**config.mk**
```make
export PLATFORM = sky130hd
export DESIGN_NAME = ilc_port_ctrl
export DESIGN_NICKNAME = d
export VERILOG_FILES = /design/src/hdl/ilc_pkg.sv /design/src/hdl/ilc_change_detect.sv /design/src/hdl/ilc_port_ctrl.sv
export SDC_FILE = /design/constraint.sdc
export NUM_CORES = 1
export LEC_CHECK = 0
export BUFFER_PORTS_ARGS = -buffer_cell sky130_fd_sc_hd__clkbuf_2
export CAP_MARGIN = 0
export CORE_MARGIN = 2
export CORE_UTILIZATION = 61
export CTS_BUF_LIST = sky130_fd_sc_hd__clkbuf_16
export CTS_CLUSTER_DIAMETER = 80
export DETAILED_ROUTE_END_ITERATION = 7
export PLACE_DENSITY = 0.85
export SYNTH_ARGS = -nofsm -noshare
export SYNTH_HDL_FRONTEND = slang
export SYNTH_SLANG_ARGS = --single-unit
```
**constraint.sdc**
```tcl
create_clock -name clk_sys -period 7.11 [get_ports clk_sys]
set_input_delay 0.711 -clock clk_sys [delete_from_list [all_inputs] [get_ports clk_sys]]
set_output_delay 0.711 -clock clk_sys [all_outputs]
set_load 0.005 [all_outputs]
```
**src/hdl/ilc_pkg.sv**
```systemverilog
package ilc_pkg;

  // ****************************************************************
  // Widths
  // ****************************************************************
  localparam int LINE_COUNT = 32;
  localparam int DATA_W     = 32;
  localparam int ADDR_W     = 32;

  // ****************************************************************
  // Register byte addresses
  // ****************************************************************
  localparam logic [ADDR_W-1:0] ADDR_OUTPUT_LEVEL_STATE = 32'h400E_0E38;
  localparam logic [ADDR_W-1:0] ADDR_PAD_LEVEL_STATE    = 32'h400E_0E3C;
  localparam logic [ADDR_W-1:0] ADDR_CHANGE_IRQ_ENABLE  = 32'h400E_0E40;
  localparam logic [ADDR_W-1:0] ADDR_CHANGE_IRQ_DISABLE = 32'h400E_0E44;
  localparam logic [ADDR_W-1:0] ADDR_CHANGE_IRQ_MASK    = 32'h400E_0E48;
  localparam logic [ADDR_W-1:0] ADDR_CHANGE_IRQ_STATE   = 32'h400E_0E4C;
  localparam logic [ADDR_W-1:0] ADDR_OPEN_DRAIN_ENABLE  = 32'h400E_0E50;
  localparam logic [ADDR_W-1:0] ADDR_OPEN_DRAIN_DISABLE = 32'h400E_0E54;
  localparam logic [ADDR_W-1:0] ADDR_OPEN_DRAIN_STATE   = 32'h400E_0E58;
  localparam logic [ADDR_W-1:0] ADDR_PULLUP_DISABLE     = 32'h400E_0E60;
  localparam logic [ADDR_W-1:0] ADDR_PULLUP_ENABLE      = 32'h400E_0E64;
  localparam logic [ADDR_W-1:0] ADDR_PULLUP_STATE       = 32'h400E_0E68;
  localparam logic [ADDR_W-1:0] ADDR_PORT_CONTROL       = 32'h400E_0EE4;

  // ****************************************************************
  // Port control fields
  // ****************************************************************
  localparam int CTRL_WRITE_PROTECT_BIT = 0;
  localparam int CTRL_DIRECT_WRITE_BIT  = 1;

  // ****************************************************************
  // Reset values
  // ****************************************************************
  localparam logic [DATA_W-1:0] RST_OUTPUT_LEVEL = 32'h0000_0000;
  localparam logic [DATA_W-1:0] RST_IRQ_MASK     = 32'h0000_0000;
  localparam logic [DATA_W-1:0] RST_IRQ_STATE    = 32'h0000_0000;
  localparam logic [DATA_W-1:0] RST_OPEN_DRAIN   = 32'h0000_0000;
  localparam logic [DATA_W-1:0] RST_PULLUP_ON    = 32'hFFFF_FFFF;
  localparam logic              RST_WRITE_PROT   = 1'b0;
  localparam logic              RST_DIRECT_WRITE = 1'b0;

  // ****************************************************************
  // Bus responses and input sampling
  // ****************************************************************
  localparam logic [1:0] RESP_OKAY   = 2'h0;
  localparam logic [1:0] RESP_SLVERR = 2'h2;
  localparam int         SYNC_WARMUP = 3;

endpackage

```
**src/hdl/ilc_change_detect.sv**
```systemverilog
`timescale 1ns/1ps
module ilc_change_detect
  import ilc_pkg::*;
#(
  parameter int LINES = LINE_COUNT
) (
  input  wire logic             clk_sys,   // System clock
  input  wire logic             reset_n,   // Synchronous reset, low
  input  wire logic [LINES-1:0] padIn,     // Raw pad levels
  output logic      [LINES-1:0] padLevel,  // Synchronised levels
  output logic      [LINES-1:0] change     // One-cycle change flags
);
  import ilc_pkg::*;

  typedef struct packed {
    logic [LINES-1:0]       meta;
    logic [LINES-1:0]       sync;
    logic [LINES-1:0]       prev;
    logic [SYNC_WARMUP-1:0] warm;
  } ilc_sync_t;

  ilc_sync_t s_q;
  ilc_sync_t s_d;

  always_comb begin
    s_d      = s_q;
    s_d.meta = padIn;
    s_d.sync = s_q.meta;
    s_d.prev = s_q.sync;
    s_d.warm = {s_q.warm[SYNC_WARMUP-2:0], 1'b1};
  end

  always_ff @(posedge clk_sys) begin
    if (!reset_n) begin
      s_q <= '0;
    end else begin
      s_q <= s_d;
    end
  end

  // Warm-up hides the false edge of reset zeros meeting real levels
  assign padLevel = s_q.sync;
  assign change   = s_q.warm[SYNC_WARMUP-1] ? (s_q.sync ^ s_q.prev) : '0;  // see RL18

endmodule

```
**src/hdl/ilc_port_ctrl.sv**
```systemverilog
`timescale 1ns/1ps
// How it works
// RL1 - Output level register reads the level each line is set to drive.
// RL2 - Output level always readable; direct writes only when control bit allows.
// RL3 - Pad level register reads the sampled level of each line.
// RL4 - Writing one to irq enable turns on that line's change interrupt.
// RL5 - Writing one to irq disable turns off that line's change interrupt.
// RL6 - Irq mask register shows which lines have change interrupt enabled.
// RL7 - A detected change sets the line's irq state bit until read.
// RL8 - Reading irq state or reset clears it; new change needed to set.
// RL9 - Open-drain and pull-up writes ignored while write protect is set.
// RL10 - Writing one to open-drain enable makes that line open-drain.
// RL11 - Writing one to open-drain disable returns that line to push-pull.
// RL12 - Open-drain line drives only low; high releases the line.
// RL13 - Push-pull line drives both levels; open-drain state reads zero.
// RL14 - Writing one to pull-up disable turns that line's pull-up off.
// RL15 - Writing one to pull-up enable turns that line's pull-up on.
// RL16 - Pull-up state bit reads zero when enabled, one when disabled.
// RL17 - Interrupt output high while any line has state and mask set.
// RL18 - Change is synchronised level differing from previous cycle's level.
module ilc_port_ctrl
  import ilc_pkg::*;
#(
  parameter int LINES = LINE_COUNT
) (
  input  wire logic                 clk_sys,        // System clock
  input  wire logic                 reset_n,        // Synchronous reset, low
  input  wire logic [ADDR_W-1:0]    s_axi_awaddr,   // Write address
  input  wire logic                 s_axi_awvalid,  // Write address valid
  output logic                      s_axi_awready,  // Write address ready
  input  wire logic [DATA_W-1:0]    s_axi_wdata,    // Write data
  input  wire logic [DATA_W/8-1:0]  s_axi_wstrb,    // Write byte strobes
  input  wire logic                 s_axi_wvalid,   // Write data valid
  output logic                      s_axi_wready,   // Write data ready
  output logic [1:0]                s_axi_bresp,    // Write response
  output logic                      s_axi_bvalid,   // Write response valid
  input  wire logic                 s_axi_bready,   // Write response ready
  input  wire logic [ADDR_W-1:0]    s_axi_araddr,   // Read address
  input  wire logic                 s_axi_arvalid,  // Read address valid
  output logic                      s_axi_arready,  // Read address ready
  output logic [DATA_W-1:0]         s_axi_rdata,    // Read data
  output logic [1:0]                s_axi_rresp,    // Read response
  output logic                      s_axi_rvalid,   // Read data valid
  input  wire logic                 s_axi_rready,   // Read data ready
  input  wire logic [LINES-1:0]     padIn,          // Pad input levels
  output logic [LINES-1:0]          padOut,         // Pad output levels
  output logic [LINES-1:0]          padOeN,         // Pad drive enable, low
  output logic [LINES-1:0]          pullupEn,       // Pull-up resistor on
  output logic                      irq             // Change interrupt
);
  import ilc_pkg::*;

  // ****************************************************************
  // State
  // ****************************************************************
  typedef struct packed {
    logic              awRdy;
    logic              awHeld;
    logic [ADDR_W-1:0] awAddr;
    logic              wRdy;
    logic              wHeld;
    logic [DATA_W-1:0] wData;
    logic [DATA_W-1:0] wMask;
    logic              bValid;
    logic [1:0]        bResp;
    logic              arRdy;
    logic              rValid;
    logic [DATA_W-1:0] rData;
    logic [1:0]        rResp;
    logic [LINES-1:0]  outLevel;
    logic [LINES-1:0]  irqMask;
    logic [LINES-1:0]  irqState;
    logic [LINES-1:0]  openDrain;
    logic [LINES-1:0]  pullupOn;
    logic              writeProt;
    logic              directWr;
    logic [LINES-1:0]  padOut;
    logic [LINES-1:0]  padOeN;
    logic [LINES-1:0]  pullupEn;
    logic              irq;
  } ilc_state_t;

  ilc_state_t r_q;
  ilc_state_t r_d;

  logic [LINES-1:0] padLevel;
  logic [LINES-1:0] change;
  logic             wrFire;
  logic             rdFire;
  logic [LINES-1:0] wrBits;

  ilc_change_detect #(
    .LINES    (LINES)
  ) u_detect (
    .clk_sys  (clk_sys),
    .reset_n  (reset_n),
    .padIn    (padIn),
    .padLevel (padLevel),
    .change   (change)
  );

  // ****************************************************************
  // Helpers
  // ****************************************************************
  function automatic logic [DATA_W-1:0] strbMask(input logic [DATA_W/8-1:0] strb);
    logic [DATA_W-1:0] m;
    m = '0;
    for (int i = 0; i < DATA_W/8; i++) begin
      m[i*8 +: 8] = {8{strb[i]}};
    end
    return m;
  endfunction

  // Write-one-to-set or write-one-to-clear on a per-line bit vector
  function automatic logic [LINES-1:0] setClr(input logic [LINES-1:0] cur,
                                              input logic [LINES-1:0] bits,
                                              input logic             on);
    return on ? (cur | bits) : (cur & ~bits);
  endfunction

  // A write fires once address and data are both held and no response waits
  assign wrFire = r_q.awHeld && r_q.wHeld && !r_q.bValid;
  assign rdFire = s_axi_arvalid && r_q.arRdy;
  assign wrBits = r_q.wData[LINES-1:0] & r_q.wMask[LINES-1:0];

  // ****************************************************************
  // Next state
  // ****************************************************************
  always_comb begin
    r_d = r_q;

    if (s_axi_awvalid && r_q.awRdy) begin
      r_d.awHeld = 1'b1;
      r_d.awAddr = s_axi_awaddr;
    end
    if (s_axi_wvalid && r_q.wRdy) begin
      r_d.wHeld = 1'b1;
      r_d.wData = s_axi_wdata;
      r_d.wMask = strbMask(s_axi_wstrb);
    end
    if (r_q.bValid && s_axi_bready) begin
      r_d.bValid = 1'b0;
    end
    if (r_q.rValid && s_axi_rready) begin
      r_d.rValid = 1'b0;
    end

    // Change flags are folded in first; a state read below reloads them so a set in the clearing cycle wins
    r_d.irqState = r_q.irqState | change;  // see RL7

    if (wrFire) begin
      r_d.awHeld = 1'b0;
      r_d.wHeld  = 1'b0;
      r_d.bValid = 1'b1;
      r_d.bResp  = RESP_OKAY;
      unique case (r_q.awAddr)
        ADDR_OUTPUT_LEVEL_STATE: begin
          if (r_q.directWr) begin  // see RL2
            r_d.outLevel = (r_q.outLevel & ~r_q.wMask[LINES-1:0]) | wrBits;
          end
        end
        ADDR_CHANGE_IRQ_ENABLE: r_d.irqMask = setClr(r_q.irqMask, wrBits, 1'b1);  // see RL4
        ADDR_CHANGE_IRQ_DISABLE: r_d.irqMask = setClr(r_q.irqMask, wrBits, 1'b0);  // see RL5
        ADDR_OPEN_DRAIN_ENABLE: begin
          if (!r_q.writeProt) begin  // see RL9
            r_d.openDrain = setClr(r_q.openDrain, wrBits, 1'b1);  // see RL10
          end
        end
        ADDR_OPEN_DRAIN_DISABLE: begin
          if (!r_q.writeProt) begin  // see RL9
            r_d.openDrain = setClr(r_q.openDrain, wrBits, 1'b0);  // see RL11
          end
        end
        ADDR_PULLUP_DISABLE: begin
          if (!r_q.writeProt) begin  // see RL9
            r_d.pullupOn = setClr(r_q.pullupOn, wrBits, 1'b0);  // see RL14
          end
        end
        ADDR_PULLUP_ENABLE: begin
          if (!r_q.writeProt) begin  // see RL9
            r_d.pullupOn = setClr(r_q.pullupOn, wrBits, 1'b1);  // see RL15
          end
        end
        ADDR_PORT_CONTROL: begin
          if (r_q.wMask[0]) begin
            r_d.writeProt = r_q.wData[CTRL_WRITE_PROTECT_BIT];
            r_d.directWr  = r_q.wData[CTRL_DIRECT_WRITE_BIT];
          end
        end
        // Read-only registers swallow writes quietly
        ADDR_PAD_LEVEL_STATE, ADDR_CHANGE_IRQ_MASK, ADDR_CHANGE_IRQ_STATE,
        ADDR_OPEN_DRAIN_STATE, ADDR_PULLUP_STATE: ;
        default: r_d.bResp = RESP_SLVERR;
      endcase
    end

    if (rdFire) begin
      r_d.rValid = 1'b1;
      r_d.rResp  = RESP_OKAY;
      r_d.rData  = '0;
      unique case (s_axi_araddr)
        ADDR_OUTPUT_LEVEL_STATE: r_d.rData[LINES-1:0] = r_q.outLevel;  // see RL1
        ADDR_PAD_LEVEL_STATE: r_d.rData[LINES-1:0] = padLevel;  // see RL3
        ADDR_CHANGE_IRQ_MASK: r_d.rData[LINES-1:0] = r_q.irqMask;  // see RL6
        ADDR_CHANGE_IRQ_STATE: begin
          r_d.rData[LINES-1:0] = r_q.irqState;
          r_d.irqState         = change;  // see RL8
        end
        ADDR_OPEN_DRAIN_STATE: r_d.rData[LINES-1:0] = r_q.openDrain;  // see RL13
        ADDR_PULLUP_STATE: r_d.rData[LINES-1:0] = ~r_q.pullupOn;  // see RL16
        ADDR_PORT_CONTROL: begin
          r_d.rData[CTRL_WRITE_PROTECT_BIT] = r_q.writeProt;
          r_d.rData[CTRL_DIRECT_WRITE_BIT]  = r_q.directWr;
        end
        ADDR_CHANGE_IRQ_ENABLE, ADDR_CHANGE_IRQ_DISABLE, ADDR_OPEN_DRAIN_ENABLE,
        ADDR_OPEN_DRAIN_DISABLE, ADDR_PULLUP_DISABLE, ADDR_PULLUP_ENABLE: ;
        default: r_d.rResp = RESP_SLVERR;
      endcase
    end

    // One write and one read in flight; ready drops while busy
    r_d.awRdy = !r_d.awHeld && !r_d.bValid;
    r_d.wRdy  = !r_d.wHeld && !r_d.bValid;
    r_d.arRdy = !r_d.rValid;

    // Open-drain high releases the pad instead of driving it
    r_d.padOut   = r_d.outLevel;
    r_d.padOeN   = r_d.openDrain & r_d.outLevel;  // see RL12, RL13
    r_d.pullupEn = r_d.pullupOn;
    r_d.irq      = |(r_d.irqState & r_d.irqMask);  // see RL17
  end

  always_ff @(posedge clk_sys) begin
    if (!reset_n) begin
      r_q           <= '0;
      r_q.awRdy     <= 1'b1;
      r_q.wRdy      <= 1'b1;
      r_q.arRdy     <= 1'b1;
      r_q.outLevel  <= RST_OUTPUT_LEVEL;
      r_q.irqMask   <= RST_IRQ_MASK;
      r_q.irqState  <= RST_IRQ_STATE;  // see RL8
      r_q.openDrain <= RST_OPEN_DRAIN;
      r_q.pullupOn  <= RST_PULLUP_ON;
      r_q.writeProt <= RST_WRITE_PROT;
      r_q.directWr  <= RST_DIRECT_WRITE;
      r_q.padOut    <= RST_OUTPUT_LEVEL;
      r_q.padOeN    <= RST_OPEN_DRAIN & RST_OUTPUT_LEVEL;
      r_q.pullupEn  <= RST_PULLUP_ON;
    end else begin
      r_q <= r_d;
    end
  end

  // ****************************************************************
  // Outputs
  // ****************************************************************
  assign s_axi_awready = r_q.awRdy;
  assign s_axi_wready  = r_q.wRdy;
  assign s_axi_bvalid  = r_q.bValid;
  assign s_axi_bresp   = r_q.bResp;
  assign s_axi_arready = r_q.arRdy;
  assign s_axi_rvalid  = r_q.rValid;
  assign s_axi_rdata   = r_q.rData;
  assign s_axi_rresp   = r_q.rResp;
  assign padOut        = r_q.padOut;
  assign padOeN        = r_q.padOeN;
  assign pullupEn      = r_q.pullupEn;
  assign irq           = r_q.irq;
endmodule

```
==> impl_metrics.json, run 1 <==
{
  "vias": 13673,
  "clockRootBuffer": "clkbuf_16",
  "n_fill_cell": 2180,
  "critical_path_arrival_ps": 4040,
  "wire_per_inst_um": 18.80,
  "antenna_found_initial": 4,
  "regArea_um2": 8068,
  "multiInputGateArea_um2": 7795,
  "netlist_area_um2": 17450,
  "place_area_um2": 17970,
  "path_max_fanout": 17,
  "max_cap_violations": 0,
  "drive_above_1_share": 0.2071,
  "hold_path.class": "input port to flip-flop",
  "finalCriticalPeriod_ps": 3619,
  "rsz0062_at_grt": "false",
  "final_cells": 2405,
  "finalClockSkew_ps": 8.994,
  "port_buffers": 274,
  "ys_warn_count": 0,
  "fin_crit_sh": 0.5090,
  "grt_util_all_layers": 0.2938,
  "clockBufferDepth": 3,
  "setup_viol": 0,
  "cts_buffers": 41,
  "overflow": 0,
  "path_clk_slew_ps": 60,
  "initial_core_util": 0.6231,
  "io-pin-count": 277,
  "die_area_um2": 29980,
  "htreeDepth": 2,
  "power_mw": 4.782,
  "die_h_um": 173.2,
  "synthCells": 1918,
  "std_cell_rows": 61,
  "endpoint_kind": "flip-flop",
  "synth_top_area_cell": "dfxtp_1",
  "dp_hpwl_um": 30530,
  "post_cts_buffers": 0,
  "yosysMostFrequentCell": "dfxtp_1",
  "grt_pass1_vias": 13434,
  "placed_cells": 2328,
  "required_ps": 7530,
  "leakage_nw": 8.419,
  "slew_headroom": 0.1083,
  "areaGrowthSynthToFinish_pct": 10.39,
  "async_reset_ff_frac": 0,
  "start_kind": "input port",
  "drcViolationCount": 0,
  "drtPass1Iterations": 6,
  "ir_drop_mv": 0.1755,
  "cts_hold_buf": 0,
  "ys_top_cells_by_count": "dfxtp_1, nand2_1, and2_1",
  "clock.fmax_mhz": 276.3,
  "synth_edf_count": 0,
  "clock_sinks": 403,
  "cts_resized": 0,
  "synth_area_leaders": "dfxtp_1, and2_1, nand2_1, mux2i_1, buf_4",
  "synth_top_cell_area_share": 0.4622,
  "finalHoldViolations": 0,
  "power.density_nw_per_um2": 248.2,
  "final_nets": 2132,
  "seq_area_frac_synth": 0.4622,
  "grt_pass1_wl_um": 71330,
  "outcome": "complete, no violations",
  "worstMarginPinSlew_ps": 1332,
  "fp.dieW_um": 173.2,
  "clock_latency_ps": 530,
  "ant_nets": 0,
  "whs_ps": 384.1,
  "place_congestion": 0.9059,
  "syn_avg_cell_area_um2": 9.100,
  "via_per_inst": 5.685,
  "grt_max_degree": 146,
  "drv_slew": 0,
  "ys_ff_latch": 403,
  "fin_tns_setup_ps": 0,
  "core_um2": 28010,
  "fin_area_um2": 19270,
  "wl_um": 45220,
  "synth.distinct_cells": 56,
  "initialDrtViolationCount": 1172,
  "synthFlopType": "dfxtp_1",
  "crit_type": "input port to flip-flop",
  "cts_tree": "yes"
}
## critical path, cell delays in order
cell      delay (ps)
clkbuf_2          90
nor4b_2          410
nand3_1          300
nor3_1           350
nand3b_1         270
nor4b_4         1130
buf_4            440
o41ai_1          120
and2_1           210
## flip-flops by register name, summed over array words and instances, names as in the netlist
signal	cells
padOut	32
u_detect.s_d	34
s_axi_bresp	1
s_axi_rvalid	1
pullupEn	32
u_detect.padLevel	32
s_axi_rresp	1
padOeN	32
s_axi_awready	1
u_detect.s_q	33
s_axi_bvalid	1
irq	1
s_axi_wready	1
s_axi_rdata	32
s_axi_arready	1
r_q	168
## placed cells by master (no fill, tap or decap), types with 15 or more instances in the layout
cell type,synthesis,layout
a22oi_1,20,20
o21ai_0,65,65
a21oi_1,63,63
mux2i_1,103,103
nor2b_1,46,46
a22o_1,24,24
inv_1,35,39
nand4_1,29,29
nor3_1,16,15
a31oi_1,32,32
and2_1,233,233
dfxtp_1,403,403
clkbuf_16,0,41
buf_4,133,16
a21boi_0,74,74
nand2_1,317,317
clkbuf_2,0,273
xor2_1,32,32
mux2_2,54,54
## power breakdown
group	internal [mW]	leakage, nW	total (mW)	switching (mW)
clock network	1.20	0.649	2.08	0.885
logic	0.123	4.49	0.303	0.181
registers	2.33	3.28	2.39	0.0662
## final timing paths
check	endpoint	cells after the start	from	slack (ps)
setup reg to reg	irq	7	r_q[370]	3580
setup / recovery	s_axi_rresp[1]	9	s_axi_araddr[25]	3490
hold reg to reg	u_detect.padLevel[6]	1	u_detect.s_d[41]	430
hold / removal	u_detect.s_d[65]	2	padIn[30]	380
## layer usage
layer	part of all wire	global-route usage
met5	0	0
met4	0.038	0.1208
met3	0.086	0.06574
met2	0.46	0.4872
met1	0.41	0.3708
## kinds of logic (layout without fill, tap and decap cells)
family | after synthesis | count (layout) | share of synthesized area
buf+inv | 294 | 398 | 0.09255
simple gates | 732 | 732 | 0.2227
mux | 159 | 159 | 0.09520
flops | 403 | 403 | 0.4622
compound gates | 297 | 297 | 0.1111
xor+xnor | 32 | 32 | 0.01606
other cells | 1 | 6 | 0.0002148
## through the flow
stage,setup slack (ps),utilization
CTS,3581,0.6875
global placement,3138,0.6414
global route,3295,0.6878
floorplan,4071,-
detailed placement,3053,0.6414
finish,3491,0.6879
## layout make-up
type / count / share of cell area
Clock inverter: 32 / 0.01370
Tap cell: 378 / 0.02455
Antenna cell: 4 / 0.0005195
Inverter: 35 / 0.006819
Sequential cell: 403 / 0.4187
Timing Repair Buffer: 290 / 0.07786
Clock buffer: 41 / 0.05325
Multi-Input combinational cell: 1222 / 0.4046
(Power assumes the default switching activity.)
==> run 2, diff against run 1 <==
--- a/config.mk
+++ b/config.mk
@@ -8,11 +8,11 @@
 export BUFFER_PORTS_ARGS = -buffer_cell sky130_fd_sc_hd__clkbuf_2
 export CAP_MARGIN = 0
 export CORE_MARGIN = 2
-export CORE_UTILIZATION = 61
+export CORE_UTILIZATION = 51
 export CTS_BUF_LIST = sky130_fd_sc_hd__clkbuf_16
 export CTS_CLUSTER_DIAMETER = 80
 export DETAILED_ROUTE_END_ITERATION = 7
-export PLACE_DENSITY = 0.85
+export PLACE_DENSITY = 0.76
 export SYNTH_ARGS = -nofsm -noshare
 export SYNTH_HDL_FRONTEND = slang
 export SYNTH_SLANG_ARGS = --single-unit
==> constraint.sdc (replaced) <==
create_clock -name clk_sys -period 3.1 [get_ports clk_sys]
set_input_delay 0.31 -clock clk_sys [delete_from_list [all_inputs] [get_ports clk_sys]]
set_output_delay 0.31 -clock clk_sys [all_outputs]
set_load 0.005 [all_outputs]
==> impl_metrics.json, run 2 (synthesis results as in run 1) <==
{
  "drtPass1Iterations": 8,
  "ant_nets": 0,
  "setup_viol": 0,
  "final_cell_mix": "dfxtp_1, nand2_1, clkbuf_2, and2_1, mux2i_1",
  "netSwitchingPower_mw": 2.655,
  "power_frac_comb": 0.071,
  "max_cap_violations": 0,
  "clock_latency_ps": 540,
  "place_congestion": 0.9115,
  "finalCriticalPeriod_ps": 2937,
  "drv_slew": 0,
  "hold_path.class": "input port to flip-flop",
  "power_mw": 11.20,
  "largest-register": "r_q",
  "port_buffers": 274,
  "io-pin-count": 277,
  "power.switching_fraction": 0.2370,
  "endpoint": "r_q[133]",
  "largest_register_ffs": 168,
  "clock.fmax_mhz": 340.5,
  "path_clk_slew_ps": 60,
  "wl_um": 48260,
  "worstMarginPinSlew_ps": 1082,
  "rsz0062_at_grt": "false",
  "whs_ps": 8.920,
  "vias": 13898,
  "reg2reg_slack_ps": 160,
  "grt_util_all_layers": 0.2643,
  "finalHoldViolations": 0,
  "die_h_um": 189.0,
  "cts_tree": "yes",
  "leakage_nw": 8.869,
  "sequentialPowerShare": 0.489,
  "endpoint_kind": "flip-flop",
  "drcViolationCount": 0,
  "final_nets": 2220,
  "initial_core_util": 0.5192,
  "layout_commonest_cell": "dfxtp_1",
  "fin_crit_sh": 0.9475,
  "clockBufferDepth": 3,
  "power.density_nw_per_um2": 553.2,
  "core_um2": 33620,
  "power.internal_mw": 8.547,
  "start_kind": "flip-flop",
  "die_area_um2": 35720,
  "crit_type": "flip-flop to flip-flop",
  "required_ps": 3530,
  "grt_pass1_vias": 13740,
  "clockRootBuffer": "clkbuf_16",
  "path_max_fanout": 11,
  "cts_buffers": 42,
  "finalClockSkew_ps": 16.59,
  "multiInputGateArea_um2": 7800,
  "fp.dieW_um": 189.0,
  "n_fill_cell": 2878,
  "critical_path_arrival_ps": 3360,
  "dp_hpwl_um": 33090,
  "wire_per_inst_um": 18.84,
  "reg2regPathDepth": 9,
  "drive_above_1_share": 0.2154,
  "slew_headroom": 0.2784,
  "r2r_start": "r_q[377]",
  "antenna_found_initial": 2,
  "grt_max_degree": 133,
  "outcome": "complete, no violations",
  "timing.rr.end": "r_q[133]",
  "htreeDepth": 2,
  "std_cell_rows": 67,
  "p_clk_frac": 0.440,
  "overflow": 0,
  "fin_tns_setup_ps": 0,
  "clock_sinks": 403,
  "critPathLaunch": "r_q[377]",
  "grt_pass1_wl_um": 75230,
  "areaGrowthSynthToFinish_pct": 16.01,
  "regArea_um2": 8068,
  "fin_util": 0.6024,
  "initialDrtViolationCount": 899,
  "via_per_inst": 5.425,
  "ir_drop_mv": 0.3780
}
## run 2: how the worst min path moves through the flow
stage | startpoint | endpoint | cells after the start
after floorplan | reset_n | u_detect.s_d[1] | 0
after global placement | u_detect.s_d[1] | u_detect.s_d[2] | 1
after detailed placement | u_detect.s_d[50] | u_detect.padLevel[15] | 1
after CTS | s_axi_wdata[22] | r_q[352] | 3
after global routing | s_axi_wdata[7] | r_q[337] | 3
final | s_axi_awaddr[1] | r_q[365] | 3
## run 2: layer usage
metal | routed length [µm] | track usage
met5 | 0 | 0
met4 | 1491 | 0.09706
met3 | 3300 | 0.04282
met2 | 21950 | 0.4293
met1 | 21510 | 0.3548
## run 2: power by group through the flow
stage          Sequential (mW)  Clock, mW  Combinational (mW)
2_1_floorplan             5.53          0               0.474
3_3_place_gp              5.58          0               0.723
3_5_place_dp              5.59          0               0.735
4_1_cts                   5.48       5.00               0.794
5_1_grt                   5.50       5.21               0.872
6_report                  5.48       4.93               0.795
## run 2: what timing repair did
action	in CTS	in global routing
setup buffers	0	0
hold buffers	54	0
hold endpoints to repair	54	0
resized for setup	0	4
endpoints found under the setup margin	0	42
## run 2: critical path, cell delays in order (launching register included)
cell,delay (ps)
dfxtp_1,330
or4_4,540
nor4_4,250
buf_4,190
buf_4,180
and2_2,280
and4_1,480
nand2_1,110
mux2_2,290
and2_1,160
## run 2: cell type report
| class | count | share of cell area |
|---|---|---|
| Antenna cell | 2 | 0.0002472 |
| Multi-Input combinational cell | 1222 | 0.3852 |
| Tap cell | 448 | 0.02768 |
| Inverter | 35 | 0.006488 |
| Clock inverter | 30 | 0.01069 |
| Timing Repair Buffer | 377 | 0.1157 |
| Sequential cell | 403 | 0.3984 |
| Clock buffer | 45 | 0.05561 |
## run 2: through the flow
stage	setup WS [ps]	std cells	area [µm²]
detailed placement	68.67	2431	18350
finish	162.9	2562	20250
global route	58.47	2562	20250
global placement	139.0	2431	18350
CTS	44.60	2560	20240
floorplan	461.9	1919	17460
